`config.mk`:
```
export PLATFORM = sky130hd
export DESIGN_NAME = wff_frame_formatter
export DESIGN_NICKNAME = d
export VERILOG_FILES = /design/src/pkg/wff_pkg.sv /design/src/rtl/wff_fifo.sv /design/src/rtl/wff_frame_formatter.sv
export SDC_FILE = /design/constraint.sdc
export NUM_CORES = 1
export LEC_CHECK = 0
export BUFFER_PORTS_ARGS = -buffer_cell sky130_fd_sc_hd__buf_4
export CELL_PAD_IN_SITES_DETAIL_PLACEMENT = 0
export CELL_PAD_IN_SITES_GLOBAL_PLACEMENT = 1
export CORE_UTILIZATION = 39
export CTS_CLUSTER_SIZE = 20
export DETAILED_ROUTE_END_ITERATION = 8
export GPL_ROUTABILITY_DRIVEN = 0
export PLACE_DENSITY = 0.81
export SLEW_MARGIN = 20
export SYNTH_ARGS = -nofsm -noshare
export SYNTH_HDL_FRONTEND = slang
export SYNTH_SLANG_ARGS = --single-unit
```
`constraint.sdc`:
```
create_clock -name mclk -period 4.5 [get_ports mclk]
set_input_delay 0.675 -clock mclk [delete_from_list [all_inputs] [get_ports mclk]]
set_output_delay 0.675 -clock mclk [all_outputs]
set_load 0.05 [all_outputs]
```
`src/pkg/wff_pkg.sv`:
```
// constants shared by the weight frame formatter and its fifo
`default_nettype none
package wff_pkg;
   // apb register byte addresses
   localparam logic [11:0] ADDR_CTRL   = 12'h000;
   localparam logic [11:0] ADDR_FORMAT = 12'h004;
   localparam logic [11:0] ADDR_COND   = 12'h008;
   localparam logic [11:0] ADDR_WEIGHT = 12'h00c;
   localparam logic [11:0] ADDR_TARE   = 12'h010;
   localparam logic [11:0] ADDR_STATUS = 12'h014;
   localparam logic [11:0] ADDR_KEYS   = 12'h018;
   // control register fields
   localparam int CTRL_CONT_BIT  = 0;
   localparam int CTRL_CRLF_BIT  = 1;
   localparam int CTRL_SUM_BIT   = 2;
   localparam int CTRL_PORT0_BIT = 3;
   localparam int CTRL_PORT1_BIT = 4;
   localparam logic [4:0] CTRL_RESET = 5'h1f;
   // format register: decimal point code in 2..0, increment in 4..3
   localparam logic [4:0] FORMAT_RESET = 5'h0a;
   // condition register fields
   localparam int COND_NET_BIT  = 0;
   localparam int COND_NEG_BIT  = 1;
   localparam int COND_UNST_BIT = 2;
   localparam int COND_POZ_BIT  = 3;
   localparam int COND_ERR_LSB  = 4;
   localparam logic [6:0] COND_RESET = 7'h00;
   // error codes held in the condition register
   localparam logic [2:0] ERR_NONE  = 3'h0;
   localparam logic [2:0] ERR_UNDER = 3'h1;
   localparam logic [2:0] ERR_OVER  = 3'h2;
   localparam logic [2:0] ERR_AOUT  = 3'h3;
   localparam logic [2:0] ERR_LVOLT = 3'h4;
   localparam logic [2:0] ERR_TILT  = 3'h5;
   // left aligned error texts, six characters each
   localparam logic [47:0] TXT_UNDER = 48'h554e44455220;
   localparam logic [47:0] TXT_OVER  = 48'h4f5645522020;
   localparam logic [47:0] TXT_AOUT  = 48'h412e4f555420;
   localparam logic [47:0] TXT_LVOLT = 48'h4c2d564f4c54;
   localparam logic [47:0] TXT_TILT  = 48'h54494c542020;
   // characters
   localparam logic [7:0] CH_STX   = 8'h02;
   localparam logic [7:0] CH_CR    = 8'h0d;
   localparam logic [7:0] CH_LF    = 8'h0a;
   localparam logic [7:0] CH_SPACE = 8'h20;
   localparam logic [7:0] CH_ZERO  = 8'h30;
   localparam logic [7:0] CH_PRINT = 8'h50;
   localparam logic [7:0] CH_ZEROK = 8'h5a;
   localparam logic [7:0] CH_TARE  = 8'h54;
   localparam logic [7:0] CH_CLEAR = 8'h43;
   localparam logic [7:0] CONST_FLAGS = 8'h30;
   // frame byte positions
   localparam logic [4:0] IDX_STX  = 5'd0;
   localparam logic [4:0] IDX_FMT  = 5'd1;
   localparam logic [4:0] IDX_COND = 5'd2;
   localparam logic [4:0] IDX_CONS = 5'd3;
   localparam logic [4:0] IDX_WGT  = 5'd4;
   localparam logic [4:0] IDX_TARE = 5'd10;
   localparam logic [4:0] IDX_LAST_TARE = 5'd15;
   localparam logic [4:0] IDX_CR   = 5'd16;
   localparam logic [4:0] IDX_LF   = 5'd17;
   localparam logic [4:0] IDX_SUM  = 5'd18;
   localparam int FIFO_DEPTH = 8;
endpackage
`default_nettype wire

```
`src/rtl/wff_fifo.sv`:
```
// small synchronous fifo with valid/ready on both sides
`timescale 1ns/1ps
`default_nettype none
module wff_fifo #(
   parameter int WIDTH = 8,
   parameter int DEPTH = 8
) (
   input  wire logic             mclk,
   input  wire logic             resetn,
   input  wire logic             inValid,
   output logic                  inReady,
   input  wire logic [WIDTH-1:0] inData,
   output logic                  outValid,
   input  wire logic             outReady,
   output logic      [WIDTH-1:0] outData
);
   localparam int AW = $clog2(DEPTH);
   logic [WIDTH-1:0] mem [DEPTH];
   logic [AW-1:0]    wrPtr_ff;
   logic [AW-1:0]    rdPtr_ff;
   logic [AW:0]      count_ff;
   wire              doPush;
   wire              doPop;

   // honest full and empty from the occupancy count
   assign inReady  = (count_ff != (AW+1)'(DEPTH));
   assign outValid = (count_ff != '0);
   assign doPush   = inValid & inReady;
   assign doPop    = outValid & outReady;
   assign outData  = mem[rdPtr_ff];

   // storage needs no reset
   always_ff @(posedge mclk) begin
      if (doPush) begin
         mem[wrPtr_ff] <= inData;
      end
   end

   // pointers wrap at depth, which need not be a power of two
   always_ff @(posedge mclk) begin
      if (!resetn) begin
         wrPtr_ff <= '0;
         rdPtr_ff <= '0;
         count_ff <= '0;
      end else begin
         if (doPush) begin
            wrPtr_ff <= (wrPtr_ff == AW'(DEPTH-1)) ? '0 : wrPtr_ff + 1'b1;
         end
         if (doPop) begin
            rdPtr_ff <= (rdPtr_ff == AW'(DEPTH-1)) ? '0 : rdPtr_ff + 1'b1;
         end
         count_ff <= count_ff + (AW+1)'(doPush) - (AW+1)'(doPop);
      end
   end

   chk_fifo_no_overflow: assert property (@(posedge mclk) disable iff
      (!resetn) count_ff <= (AW+1)'(DEPTH))
      else $error("fifo count above depth");
endmodule
`default_nettype wire

```
`src/rtl/wff_frame_formatter.sv`:
```
// weight frame builder with apb registers and command letter decoder
`timescale 1ns/1ps
`default_nettype none
// Overview of operation
// - frame order: start, three flag bytes, weight, tare, cr, lf, sum
// - a control bit includes or omits both cr and lf
// - a control bit enables the sum byte on frames and on commands
// - continuous frames go to every enabled port as one shared stream
// - received letters P, Z, T, C act as print, zero, tare, clear keys
// - format byte: decimal code in 2..0, increment in 4..3, bits 5,6 set
// - condition byte: net, negative, error and unstable in bits 0..3
// - condition byte bits 4,5 set, bit 6 power-on zero, bit 7 free
// - constant byte has bits 4,5 set and bits 0..3 and 6 clear
// - error conditions put their text into the weight field
// - numbers right aligned, error text left aligned
// - sum byte makes the whole frame add to zero modulo 256
module wff_frame_formatter
   import wff_pkg::*;
#(
   parameter int FIFO_WIDTH = 8,
   parameter int FIFO_DEPTH_P = wff_pkg::FIFO_DEPTH
) (
   input  wire logic        mclk,
   input  wire logic        resetn,
   input  wire logic [11:0] paddr,
   input  wire logic        psel,
   input  wire logic        penable,
   input  wire logic        pwrite,
   input  wire logic [31:0] pwdata,
   output logic      [31:0] prdata,
   output logic             pready,
   output logic             pslverr,
   input  wire logic        rxValid,
   input  wire logic [7:0]  rxData,
   output logic      [7:0]  txData,
   output logic      [1:0]  txValid,
   input  wire logic [1:0]  txReady,
   output logic             keyPrint,
   output logic             keyZero,
   output logic             keyTare,
   output logic             keyClear,
   output logic             frameBusy
);
   import wff_pkg::*;

   // software registers
   logic [4:0]  ctrl_ff;
   logic [4:0]  format_ff;
   logic [6:0]  cond_ff;
   logic [23:0] weight_ff;
   logic [23:0] tare_ff;
   logic [31:0] prdata_ff;
   logic [15:0] frameCount_ff;
   logic [15:0] cmdCount_ff;
   logic [7:0]  lastCmd_ff;
   // frame generator state
   logic        busy_ff;
   logic        pend_ff;
   logic [4:0]  idx_ff;
   logic [7:0]  sum_ff;
   logic [4:0]  snapFmt_ff;
   logic [6:0]  snapCond_ff;
   logic [23:0] snapWgt_ff;
   logic [23:0] snapTare_ff;
   // command decoder state
   logic        cmdWait_ff;
   logic [7:0]  cmdHeld_ff;
   logic [3:0]  keys_ff;

   // ascii digit with leading zero blanking up to the units position
   function automatic logic [7:0] digitChar(input logic [23:0] bcd,
                                            input logic [2:0]  pos,
                                            input logic [2:0]  units);
      logic lead;
      logic [3:0] nib;
      lead = 1'b1;
      nib  = bcd[23 - 4*pos -: 4];
      for (int j = 0; j < 6; j++) begin
         if (j < int'(pos) && bcd[23 - 4*j -: 4] != 4'h0) begin
            lead = 1'b0;
         end
      end
      if (lead && nib == 4'h0 && pos < units) begin
         digitChar = CH_SPACE;
      end else begin
         digitChar = CH_ZERO + {4'h0, nib};
      end
   endfunction

   // left aligned error text character
   function automatic logic [7:0] errChar(input logic [2:0] code,
                                          input logic [2:0] pos);
      logic [47:0] txt;
      unique case (code)
         ERR_UNDER: txt = TXT_UNDER;
         ERR_OVER:  txt = TXT_OVER;
         ERR_AOUT:  txt = TXT_AOUT;
         ERR_LVOLT: txt = TXT_LVOLT;
         ERR_TILT:  txt = TXT_TILT;
         default:   txt = {6{CH_SPACE}};
      endcase
      errChar = txt[47 - 8*pos -: 8];
   endfunction

   // apb decode; every access completes in its first access cycle
   wire wrEn     = psel & penable & pwrite;
   wire setupRd  = psel & ~penable & ~pwrite;
   wire addrHit  = (paddr == ADDR_CTRL) || (paddr == ADDR_FORMAT) ||
                   (paddr == ADDR_COND) || (paddr == ADDR_WEIGHT) ||
                   (paddr == ADDR_TARE) || (paddr == ADDR_STATUS) ||
                   (paddr == ADDR_KEYS);
   wire wrWeight = wrEn && paddr == ADDR_WEIGHT;
   assign pready  = 1'b1;
   assign pslverr = psel & penable & ~addrHit;
   assign prdata  = prdata_ff;

   // read mux, sampled in the setup cycle so prdata comes from a flop
   logic [31:0] rdMux;
   always_comb begin
      rdMux = 32'h0;
      unique case (paddr)
         ADDR_CTRL:   rdMux = {27'h0, ctrl_ff};
         ADDR_FORMAT: rdMux = {27'h0, format_ff};
         ADDR_COND:   rdMux = {25'h0, cond_ff};
         ADDR_WEIGHT: rdMux = {8'h0, weight_ff};
         ADDR_TARE:   rdMux = {8'h0, tare_ff};
         ADDR_STATUS: rdMux = {frameCount_ff, 14'h0, pend_ff, busy_ff};
         ADDR_KEYS:   rdMux = {cmdCount_ff, 8'h0, lastCmd_ff};
         default:     rdMux = 32'h0;
      endcase
   end

   // register writes
   always_ff @(posedge mclk) begin
      if (!resetn) begin
         ctrl_ff   <= CTRL_RESET;
         format_ff <= FORMAT_RESET;
         cond_ff   <= COND_RESET;
         weight_ff <= 24'h0;
         tare_ff   <= 24'h0;
         prdata_ff <= 32'h0;
      end else begin
         if (wrEn && paddr == ADDR_CTRL)   ctrl_ff   <= pwdata[4:0];
         if (wrEn && paddr == ADDR_FORMAT) format_ff <= pwdata[4:0];
         if (wrEn && paddr == ADDR_COND)   cond_ff   <= pwdata[6:0];
         if (wrWeight)                     weight_ff <= pwdata[23:0];
         if (wrEn && paddr == ADDR_TARE)   tare_ff   <= pwdata[23:0];
         if (setupRd) prdata_ff <= rdMux;
      end
   end

   wire contEn = ctrl_ff[CTRL_CONT_BIT];
   wire crlfEn = ctrl_ff[CTRL_CRLF_BIT];
   wire sumEn  = ctrl_ff[CTRL_SUM_BIT];
   wire [1:0] portEn = {ctrl_ff[CTRL_PORT1_BIT], ctrl_ff[CTRL_PORT0_BIT]};

   // snapshot fields used while the frame is being sent
   wire [2:0] dpCode  = snapFmt_ff[2:0];
   wire [2:0] errCode = snapCond_ff[COND_ERR_LSB +: 3];
   wire       errOn   = (errCode != ERR_NONE);
   wire [2:0] decs    = (dpCode >= 3'd3) ? dpCode - 3'd2 : 3'd0;
   wire [2:0] unitsP  = 3'd5 - decs;
   wire [2:0] wPos    = 3'(idx_ff - IDX_WGT);
   wire [2:0] tPos    = 3'(idx_ff - IDX_TARE);
   wire [7:0] fmtByte  = {1'b0, 1'b1, 1'b1, snapFmt_ff[4:3], dpCode};
   // condition flags, fixed and power-on bits
   wire [7:0] condByte = {1'b0, snapCond_ff[COND_POZ_BIT], 1'b1, 1'b1,
                          snapCond_ff[COND_UNST_BIT], errOn,
                          snapCond_ff[COND_NEG_BIT],
                          snapCond_ff[COND_NET_BIT]};

   // byte mux for the current frame position
   logic [7:0] curByte;
   always_comb begin
      curByte = CH_SPACE;
      if (idx_ff == IDX_STX) begin
         curByte = CH_STX;
      end else if (idx_ff == IDX_FMT) begin
         curByte = fmtByte;
      end else if (idx_ff == IDX_COND) begin
         curByte = condByte;
      end else if (idx_ff == IDX_CONS) begin
         curByte = CONST_FLAGS;
      end else if (idx_ff < IDX_TARE) begin
         // error text left aligned, digits right aligned
         curByte = errOn ? errChar(errCode, wPos)
                         : digitChar(snapWgt_ff, wPos, unitsP);
      end else if (idx_ff <= IDX_LAST_TARE) begin
         curByte = digitChar(snapTare_ff, tPos, unitsP);
      end else if (idx_ff == IDX_CR) begin
         curByte = CH_CR;
      end else if (idx_ff == IDX_LF) begin
         curByte = CH_LF;
      end else begin
         // sum closes the frame to zero
         curByte = 8'h00 - sum_ff;
      end
   end

   // next position, skipping cr/lf and sum when disabled
   logic [4:0] nxtIdx;
   logic       lastByte;
   always_comb begin
      nxtIdx   = idx_ff + 5'd1;
      lastByte = 1'b0;
      if (idx_ff == IDX_LAST_TARE && !crlfEn) begin
         nxtIdx   = IDX_SUM;
         lastByte = !sumEn;
      end else if (idx_ff == IDX_LF) begin
         lastByte = !sumEn;
      end else if (idx_ff == IDX_SUM) begin
         lastByte = 1'b1;
      end
   end

   wire fifoInReady;
   wire fifoOutValid;
   wire [7:0] fifoOutData;
   wire       txAllReady;
   // the generator stalls while the fifo is full
   wire push  = busy_ff & fifoInReady;
   wire start = ~busy_ff & pend_ff;

   // a weight update requests a frame only while the continuous bit is set; the update wins over the clear
   always_ff @(posedge mclk) begin
      if (!resetn) begin
         pend_ff <= 1'b0;
      end else begin
         pend_ff <= (wrWeight & contEn) | (pend_ff & ~start);
      end
   end

   always_ff @(posedge mclk) begin
      if (!resetn) begin
         busy_ff       <= 1'b0;
         idx_ff        <= IDX_STX;
         sum_ff        <= 8'h00;
         frameCount_ff <= 16'h0;
      end else if (start) begin
         busy_ff <= 1'b1;
         idx_ff  <= IDX_STX;
         sum_ff  <= 8'h00;
      end else if (push) begin
         idx_ff <= nxtIdx;
         sum_ff <= sum_ff + curByte;
         if (lastByte) begin
            busy_ff       <= 1'b0;
            frameCount_ff <= frameCount_ff + 16'h1;
         end
      end
   end

   // frame contents are frozen at the start of each frame
   always_ff @(posedge mclk) begin
      if (!resetn) begin
         snapFmt_ff  <= FORMAT_RESET;
         snapCond_ff <= COND_RESET;
         snapWgt_ff  <= 24'h0;
         snapTare_ff <= 24'h0;
      end else if (start) begin
         snapFmt_ff  <= format_ff;
         snapCond_ff <= cond_ff;
         snapWgt_ff  <= weight_ff;
         snapTare_ff <= tare_ff;
      end
   end

   wff_fifo #(
      .WIDTH (FIFO_WIDTH),
      .DEPTH (FIFO_DEPTH_P)
   ) i_wff_fifo (
      .mclk     (mclk),
      .resetn   (resetn),
      .inValid  (busy_ff),
      .inReady  (fifoInReady),
      .inData   (curByte),
      .outValid (fifoOutValid),
      .outReady (txAllReady),
      .outData  (fifoOutData)
   );

   // one stream to all enabled ports; a byte leaves only when every
   // enabled port takes it, so no port sees a duplicate or a gap
   assign txAllReady = &(txReady | ~portEn);
   assign txData     = fifoOutData;
   assign txValid[0] = fifoOutValid & portEn[0] & (txReady[1] | ~portEn[1]);
   assign txValid[1] = fifoOutValid & portEn[1] & (txReady[0] | ~portEn[0]);
   assign frameBusy  = busy_ff;

   wire isCmd = (rxData == CH_PRINT) || (rxData == CH_ZEROK) ||
                (rxData == CH_TARE)  || (rxData == CH_CLEAR);
   // with sum enabled, a letter must be followed by its sum byte
   wire sumOk   = (8'(cmdHeld_ff + rxData) == 8'h00);
   wire fireNow = rxValid & ((~sumEn & ~cmdWait_ff & isCmd) |
                             (cmdWait_ff & sumOk));
   wire [7:0] fireCode = cmdWait_ff ? cmdHeld_ff : rxData;

   // command decoder; key outputs are one-cycle pulses
   always_ff @(posedge mclk) begin
      if (!resetn) begin
         cmdWait_ff  <= 1'b0;
         cmdHeld_ff  <= 8'h00;
         keys_ff     <= 4'h0;
         lastCmd_ff  <= 8'h00;
         cmdCount_ff <= 16'h0;
      end else begin
         keys_ff <= 4'h0;
         if (rxValid) begin
            cmdWait_ff <= ~cmdWait_ff & sumEn & isCmd;
            cmdHeld_ff <= rxData;
         end
         if (fireNow) begin
            keys_ff     <= {fireCode == CH_CLEAR, fireCode == CH_TARE,
                            fireCode == CH_ZEROK, fireCode == CH_PRINT};
            lastCmd_ff  <= fireCode;
            cmdCount_ff <= cmdCount_ff + 16'h1;
         end
      end
   end
   assign keyPrint = keys_ff[0];
   assign keyZero  = keys_ff[1];
   assign keyTare  = keys_ff[2];
   assign keyClear = keys_ff[3];

   // checks next to the logic they guard
   chk_stx_first_byte: assert property (@(posedge mclk)
      disable iff (!resetn) start |=> idx_ff == IDX_STX && curByte == CH_STX)
      else $error("frame does not open with start byte");
   chk_fmt_fixed_bits: assert property (@(posedge mclk)
      disable iff (!resetn) push && idx_ff == IDX_FMT |->
      curByte[6:3] == {2'b11, snapFmt_ff[4:3]} && curByte[2:0] == dpCode)
      else $error("format byte layout wrong");
   chk_cond_flag_bits: assert property (@(posedge mclk)
      disable iff (!resetn) push && idx_ff == IDX_COND |->
      curByte[2] == errOn && curByte[0] == snapCond_ff[COND_NET_BIT])
      else $error("condition flags wrong");
   chk_cond_fixed_bits: assert property (@(posedge mclk)
      disable iff (!resetn) push && idx_ff == IDX_COND |->
      curByte[5:4] == 2'b11) else $error("condition byte fixed bits wrong");
   chk_const_byte_val: assert property (@(posedge mclk)
      disable iff (!resetn) push && idx_ff == IDX_CONS |->
      curByte[6:0] == 7'h30) else $error("constant flags byte wrong");
   chk_crlf_omitted: assert property (@(posedge mclk)
      disable iff (!resetn) push && idx_ff == IDX_LAST_TARE && !crlfEn &&
      sumEn |=> idx_ff == IDX_SUM)
      else $error("cr lf not skipped");
   chk_sum_closes_zero: assert property (@(posedge mclk)
      disable iff (!resetn) push && idx_ff == IDX_SUM |->
      8'(sum_ff + curByte) == 8'h00) else $error("frame sum not zero");
   chk_err_text_left: assert property (@(posedge mclk)
      disable iff (!resetn) push && idx_ff == IDX_WGT && errCode == ERR_TILT
      |-> curByte == 8'h54) else $error("error text not in weight field");
   chk_key_print_pulse: assert property (@(posedge mclk)
      disable iff (!resetn) rxValid && !sumEn && !cmdWait_ff &&
      rxData == CH_PRINT |=> keyPrint ##1 (!keyPrint || $past(rxValid)))
      else $error("print key not pulsed");
   chk_ports_same_stream: assert property (@(posedge mclk)
      disable iff (!resetn) portEn == 2'b11 && txReady == 2'b11 |->
      txValid[0] == txValid[1]) else $error("ports do not share the stream");
   chk_frame_on_update: assert property (@(posedge mclk)
      disable iff (!resetn) wrWeight && contEn |=> pend_ff || busy_ff)
      else $error("weight update did not request a frame");
endmodule
`default_nettype wire

```
Yosys cells after proc, flatten, opt, wreduce, memory -nomap -nowiden --
Memory sizes are Yosys's and may differ from the RTL's. A register that Yosys moved wholly into a read port is not among the register bits. Cells that the tools add are included.
Cells by class: bitwise gates (word level) 36, shifts and indexed selects 3, eq/ne operators 29, magnitude comparators 17, add/subtract/negate cells 19, reduce and logical (&&, ||, !) cells 59, multiplexer cells 56
Operators by type and width (number):
- 48-bit two-way mux | 5
- 47-bit one-hot mux with 5 select lines | 1
- 32-bit one-hot mux with 7 select lines | 1
- 8-bit two-way mux | 10
- 27-bit by 33-bit variable part select with 4-bit output | 2
- 8-bit by 7-bit equality test with 1-bit output, second input constant | 8
- 55-bit by 33-bit variable part select with 8-bit output | 1
- 4-bit nonzero test | 13
- 12-bit by 5-bit equality test with 1-bit output, second input constant | 3
- 16-bit by 1-bit adder with 16-bit output, second input constant | 2
- 1-bit two-way mux | 31
- 12-bit by 4-bit equality test with 1-bit output, second input constant | 2
- 1-bit logical AND | 22
- 1-bit AND | 20
- 8-bit adder | 2
- 5-bit equality test, second input constant | 3
- 3-bit two-way mux | 5
- 6-bit by 4-bit adder with 7-bit output, first input constant | 2
- 7-bit two-way mux | 2
- 12-bit by 3-bit equality test with 1-bit output, second input constant | 1
- 3-bit equality test, second input constant | 4
- 12-bit zero test | 1
- 1-bit by 3-bit < comparator with 1-bit output, first input constant | 4
- 2-bit by 3-bit < comparator with 1-bit output, first input constant | 4
- 36 further kinds | 70
Storage, ports and cells: bits of input ports 60, memories 1, register bits 235, logic and storage cells 243, RAM bits 64, output and inout port bits 49
Memory list:
- i_wff_fifo.mem | words 8, width 8, rd ports 1, clocked after memory_dff 1, write ports 1, RTL line wff_fifo.sv:18 | logic [WIDTH-1:0] mem [DEPTH];

Longest topological paths before layout --
word-level depth 25, mapped depth 21, depth with buffers taken out 18

Modules after synthesis --
Synthesis repeated with hierarchy kept, for this count alone.
Second synthesis, totals: cell total of the unflattened synthesis 1648, area total of the unflattened synthesis 15010.6 µm²
By module, submodules not included:
- wff_frame_formatter | area each 11840.1 µm², times used 1, seq. area each 4504.3 µm², cells each 1478
- wff_fifo | area each 3170.5 µm², times used 1, seq. area each 2182.1 µm², cells each 170

Worst setup path after synthesis --
Ideal clock, no wire load.
path type reg2reg, start point register idx_ff[1], end point register sum_ff[7], data required time 4.384 ns, cell stages (with the launch flop) 20, path buffers 3, period minus slack after synthesis 4.847 ns, path slack -0.347 ns, arrival 4.731 ns, cells stage by stage dfxtp_1 -> clkbuf_1 -> buf_1 -> inv_1 -> ha_1 -> clkbuf_1 -> inv_1 -> nor2_1 -> a221oi_1 -> o22a_1 -> a31oi_1 -> nor4b_1 -> nor4_1 -> ha_1 -> o21ai_0 -> nor2_1 -> o41ai_1 -> xnor2_1 -> a21oi_1 -> a31o_2
On the way: word-level cells in the longest chain between the ends 25, elaborated cells on any way between the ends 85, those cells by class 8 x add/sub; 16 x order compare; 5 x eq/ne; 3 x shift; 34 x mux; 19 x reduce/logical
RTL lines:
- start, declared | RTL line wff_frame_formatter.sv:59 | logic [4:0] idx_ff;
- start signal, assigned | RTL line wff_frame_formatter.sv:244 | idx_ff <= nxtIdx;
- 3-bit by 2-bit subtractor with 3-bit output | RTL line wff_frame_formatter.sv:164 | wire [2:0] tPos = 3'(idx_ff - IDX_TARE);
- 1-bit by 3-bit < comparator with 1-bit output | RTL line wff_frame_formatter.sv:79 | if (j < int'(pos) && bcd[23 - 4*j -: 4] != 4'h0) begin
- 1-bit logical AND | RTL line wff_frame_formatter.sv:79
- 1-bit two-way mux (6 in series) | RTL line wff_frame_formatter.sv:79
- 1-bit two-way mux | RTL line wff_frame_formatter.sv:188 | end else if (idx_ff <= IDX_LAST_TARE) begin
- 1-bit two-way mux | RTL line wff_frame_formatter.sv:184 | end else if (idx_ff < IDX_TARE) begin
- 1-bit two-way mux | RTL line wff_frame_formatter.sv:182 | end else if (idx_ff == IDX_CONS) begin
- 1-bit two-way mux | RTL line wff_frame_formatter.sv:180 | end else if (idx_ff == IDX_COND) begin
- [... 5 more ...]
- 8-bit two-way mux | RTL line wff_frame_formatter.sv:188
- 8-bit two-way mux | RTL line wff_frame_formatter.sv:184
- 8-bit two-way mux | RTL line wff_frame_formatter.sv:182
- 8-bit two-way mux | RTL line wff_frame_formatter.sv:180
- 8-bit two-way mux | RTL line wff_frame_formatter.sv:178 | end else if (idx_ff == IDX_FMT) begin
- 8-bit two-way mux (*) | RTL line wff_frame_formatter.sv:176 | if (idx_ff == IDX_STX) begin
- via curByte[4] | RTL line wff_frame_formatter.sv:173 | logic [7:0] curByte;
- 8-bit adder (*) | RTL line wff_frame_formatter.sv:245 | sum_ff <= sum_ff + curByte;
- end signal, assigned | RTL line wff_frame_formatter.sv:245
- end, declared | RTL line wff_frame_formatter.sv:60 | logic [7:0] sum_ff;
Mark *: on every way through the listed nets, which the timed path passes. The rest lies on a longest branch. The select of a mux whose other input is x is not followed. A chain may end at the register's enable or synchronous reset.

Worst setup path after layout --
start point register snapCond_ff[5], end point register sum_ff[6]
On the way: word-level cells in the longest chain between the ends 15, elaborated cells on any way between the ends 20, those cells by class 1 x add/sub; 5 x eq/ne; 1 x shift; 12 x mux; 1 x reduce/logical
RTL lines:
- start, declared | RTL line wff_frame_formatter.sv:62 | logic [6:0] snapCond_ff;
- start signal, assigned | RTL line wff_frame_formatter.sv:262 | snapCond_ff <= cond_ff;
- 3-bit equality test, or another cell as far along | RTL line wff_frame_formatter.sv:94 | unique case (code)
- 47-bit one-hot mux with 5 select lines | RTL line wff_frame_formatter.sv:94
- 48-bit two-way mux | RTL line wff_frame_formatter.sv:184
- 48-bit two-way mux | RTL line wff_frame_formatter.sv:182
- 48-bit two-way mux | RTL line wff_frame_formatter.sv:180
- 48-bit two-way mux | RTL line wff_frame_formatter.sv:178
- 48-bit two-way mux | RTL line wff_frame_formatter.sv:176
- 55-bit by 33-bit variable part select with 8-bit output | RTL line wff_frame_formatter.sv:102 | errChar = txt[47 - 8*pos -: 8];
- 8-bit two-way mux (*) | RTL line wff_frame_formatter.sv:186 | curByte = errOn ? errChar(errCode, wPos)
- 8-bit two-way mux (*) | RTL line wff_frame_formatter.sv:184
- 8-bit two-way mux (*) | RTL line wff_frame_formatter.sv:182
- 8-bit two-way mux (*) | RTL line wff_frame_formatter.sv:180
- 8-bit two-way mux (*) | RTL line wff_frame_formatter.sv:178
- 8-bit two-way mux (*) | RTL line wff_frame_formatter.sv:176
- via curByte[0] | RTL line wff_frame_formatter.sv:173
- 8-bit adder (*) | RTL line wff_frame_formatter.sv:245
Marks and branches as above.

==> flow_metrics.tcl <==
set metrics [dict create \
    end_kind "flop" \
    avgSynthCellArea_um2 9.322 \
    rsz0062_at_grt "no" \
    die_area_mm2 0.03954 \
    timing.hold.ws_ps 370.5 \
    r2r_cells 19 \
    hold_depth 3 \
    ctsLongestPathBuffers 3 \
    synthesis.nets 1728 \
    worstMarginPinSlew_ps 1139 \
    die_h_um 198.8 \
    clock-root-buffer "clkbuf_16" \
    firstDrtPassIters 5 \
    clock_tree.htree_level_count 1 \
    drt_iter0_drc 916 \
    r2r_slack_ps 340 \
    gr-total-overflow 0 \
    post_cts_buffers 0 \
    worst-path-buf-inv 2 \
    p_comb_share_pct 9.1 \
    holdBufCountCts 0 \
    antenna_found_initial 0 \
    fill_cells 3659 \
    dp_slack_ps 378.2 \
    grt_pass1_wl_um 65590 \
    clk_latency_ps 570 \
    vdd_ir_drop_max_uv 353.6 \
    num_rows 71 \
    post-route-util_pct 46.14 \
    slowest_stage "ha_2" \
    setup_viol 0 \
    leakage_nw 6.279 \
    holdCritStartpoint "pwdata[11]" \
    switching_share_pct 23.78 \
    die_w_um 198.8 \
    post-route-cell-area_mm2 0.01750 \
    path_cells "clkinv_1, ha_2, buf_4, nand2_1, a21oi_1, a21oi_1, a221o_1, a31oi_1, o21ai_0, o211a_1, ha_1, fa_1, a21o_1, a21oi_1, o21bai_1, a21oi_1, xnor2_1, nand2_1, a21oi_1" \
    wl_per_cell_um 18.52 \
    yosys_warnings 0 \
    netSwitchingPower_mw 1.433 \
    fin_ws_ps 341.3 \
    initial_utilization_pct 39.84 \
    final.min_clock_period_ps 4159 \
    drv_slew 0 \
    core_area_mm2 0.03793 \
    ant_nets 0 \
    power_density_mw_per_mm2 344.3 \
    cp_top_family "compound AO/OA/AOI/OAI gates" \
    power_frac_seq_pct 47.0 \
    period_share_pct 92.41 \
    synth_cells 1621 \
    crit_top_cell "a21oi_1" \
    nNetsFinal 1793 \
    wirelength_um 41060 \
    ys_types 84 \
    crit_type "flop to flop" \
    via_per_inst 5.562 \
    dp.cells 2164 \
    critPathArrivalTime_ps 4640 \
    r2r_end "sum_ff[6]" \
    instances_no_fill 2217 \
    numCtsBuffers 31 \
    grt_pass1_vias 11990 \
    area_delta_synth_final_pct 15.82 \
    num_vias 12330 \
    grt_max_degree 157 \
    async_flop_share_pct 0 \
    crit_path_start_kind "flop" \
    max_freq_mhz 240.5 \
    drcViolationCount 0 \
    path_max_fanout 9 \
    ys.flop_type "dfxtp_1" \
    finalHoldViolCount 0 \
    synth-seq-area-share_pct 44.25 \
    crit_required_ps 4980 \
    placed_area_mm2 0.01644 \
    reg2reg_from "snapCond_ff[5]" \
    relSlewSlack_pct 23.88 \
    finClkSkew_ps 14.41 \
    syn-cell-area_mm2 0.01511 \
    outcome "completed" \
    p_clk_share_pct 43.9 \
    clk_pin_slew_ps 60 \
    numPortBuffers 99 \
    cts_tree "done" \
    synth_seq_cells 302 \
    holdPathEnd "tare_ff[11]" \
    ios 109 \
    clock_sinks 302 \
    crit_path_max_incr_delay_ps 470 \
    timing.setup.tns_ps 0 \
    cap_violations 0 \
    synth_enable_flop_cells 64 \
    gr-usage-all-layers_pct 20.85 \
    p_int_mw 4.593 \
    drive_above_1_share_pct 14.77 \
    dp_hpwl_um 28650 \
    p_total_mw 6.026 \
    num_antenna_cells 0 \
    holdCritPathClass "primary input to flop" \
]
==> flip-flops by register name, indices dropped and copies added, names as in the netlist, 16 cells and up, named ones only <==
signal,flops
i_wff_fifo.mem,64
prdata,32
snapTare_ff,24
snapWgt_ff,24
tare_ff,24
weight_ff,24
cmdCount_ff,16
frameCount_ff,16
==> cells by family after synthesis <==
logic type	Yosys count	synth area share, %
other	1	0.02482
AO/OA/AOI/OAI	376	17.53
buffers and inverters	143	3.701
AND/OR/NAND/NOR	621	20.01
adder cells (fa/ha/maj)	47	4.041
multiplexers	100	8.653
XOR/XNOR	31	1.797
flip-flops	302	44.25
==> metal layers <==
metal / GRT usage (%) / vias to the layer above / routed length, µm
met5: 0 / - / 0
met4: 6.182 / 0 / 1119
met3: 2.865 / 67 / 2188
met2: 35.65 / 332 / 19750
met1: 27.21 / 5962 / 18010
li1: - / 5970 / -
==> cell type report <==
cell class / count / area (µm²) / share of cell area (%)
repair buffers: 142 / 1091 / 6.234
clock inverters: 14 / 190.2 / 1.087
inverters: 33 / 123.9 / 0.7078
flip-flops and latches: 302 / 6689 / 38.22
multi-input cells: 1176 / 7913 / 45.21
well taps: 511 / 639.4 / 3.653
clock buffers: 39 / 855.8 / 4.890
==> synthesized netlist by cell type, types with 25 or more instances <==
master	n	share of area (%)
nand2_1	298	7.4
dfxtp_1	238	32
a21boi_0	102	5.1
clkbuf_1	93	2.3
nor2_1	75	1.9
a21oi_1	73	2.4
edfxtp_1	64	13
mux2i_1	62	4.1
ha_1	44	3.6
nor2b_1	44	1.8
o21ai_0	41	1.4
inv_1	31	0.77
nand3_1	28	0.93
nor3_1	27	0.89
a221oi_1	25	1.4
==> what timing repair did <==
item                       CTS  global route
setup endpoints to repair    0             2
hold endpoints to repair     0             0
resized for setup            0             2
==> layout by cell type (no fill, tap or decap), types with 23 or more instances in the layout <==
master and n:
nand2_1 298, dfxtp_1 236, buf_4 140, a21boi_0 102, nor2_1 75, a21oi_1 73, edfxtp_1 64, mux2i_1 62
nor2b_1 43, ha_1 43, o21ai_0 41, inv_1 31, clkbuf_16 31, nand3_1 28, a221oi_1 25, nor3_1 24
and2_1 24, xnor2_1 24, mux4_2 23
==> worst min-delay path, delay by kind of cell <==
kind / cells / cell delay (ps)
compound gates: 1 / 50
buf+inv: 1 / 120
simple gates: 1 / 50
==> how the worst max path moves through the flow <==
stage	from	endpoint	depth (start not counted)
after floorplan	idx_ff[1]	sum_ff[7]	17
after global placement	snapCond_ff[5]	sum_ff[7]	18
after detailed placement	snapCond_ff[5]	sum_ff[7]	18
after CTS	snapCond_ff[5]	sum_ff[7]	18
after global routing	snapCond_ff[5]	sum_ff[6]	19
final	snapCond_ff[5]	sum_ff[6]	19
==> power by group through the flow <==
| stage | registers [mW] | logic (mW) | clock network [mW] |
|---|---|---|---|
| global route | 2.84 | 0.593 | 2.80 |
| floorplan | 2.91 | 0.359 | 0 |
| detailed placement | 2.89 | 0.551 | 0 |
| CTS | 2.83 | 0.553 | 2.70 |
| global placement | 2.89 | 0.536 | 0 |
| finish | 2.83 | 0.548 | 2.65 |
Power figures use the tool's default switching activity.
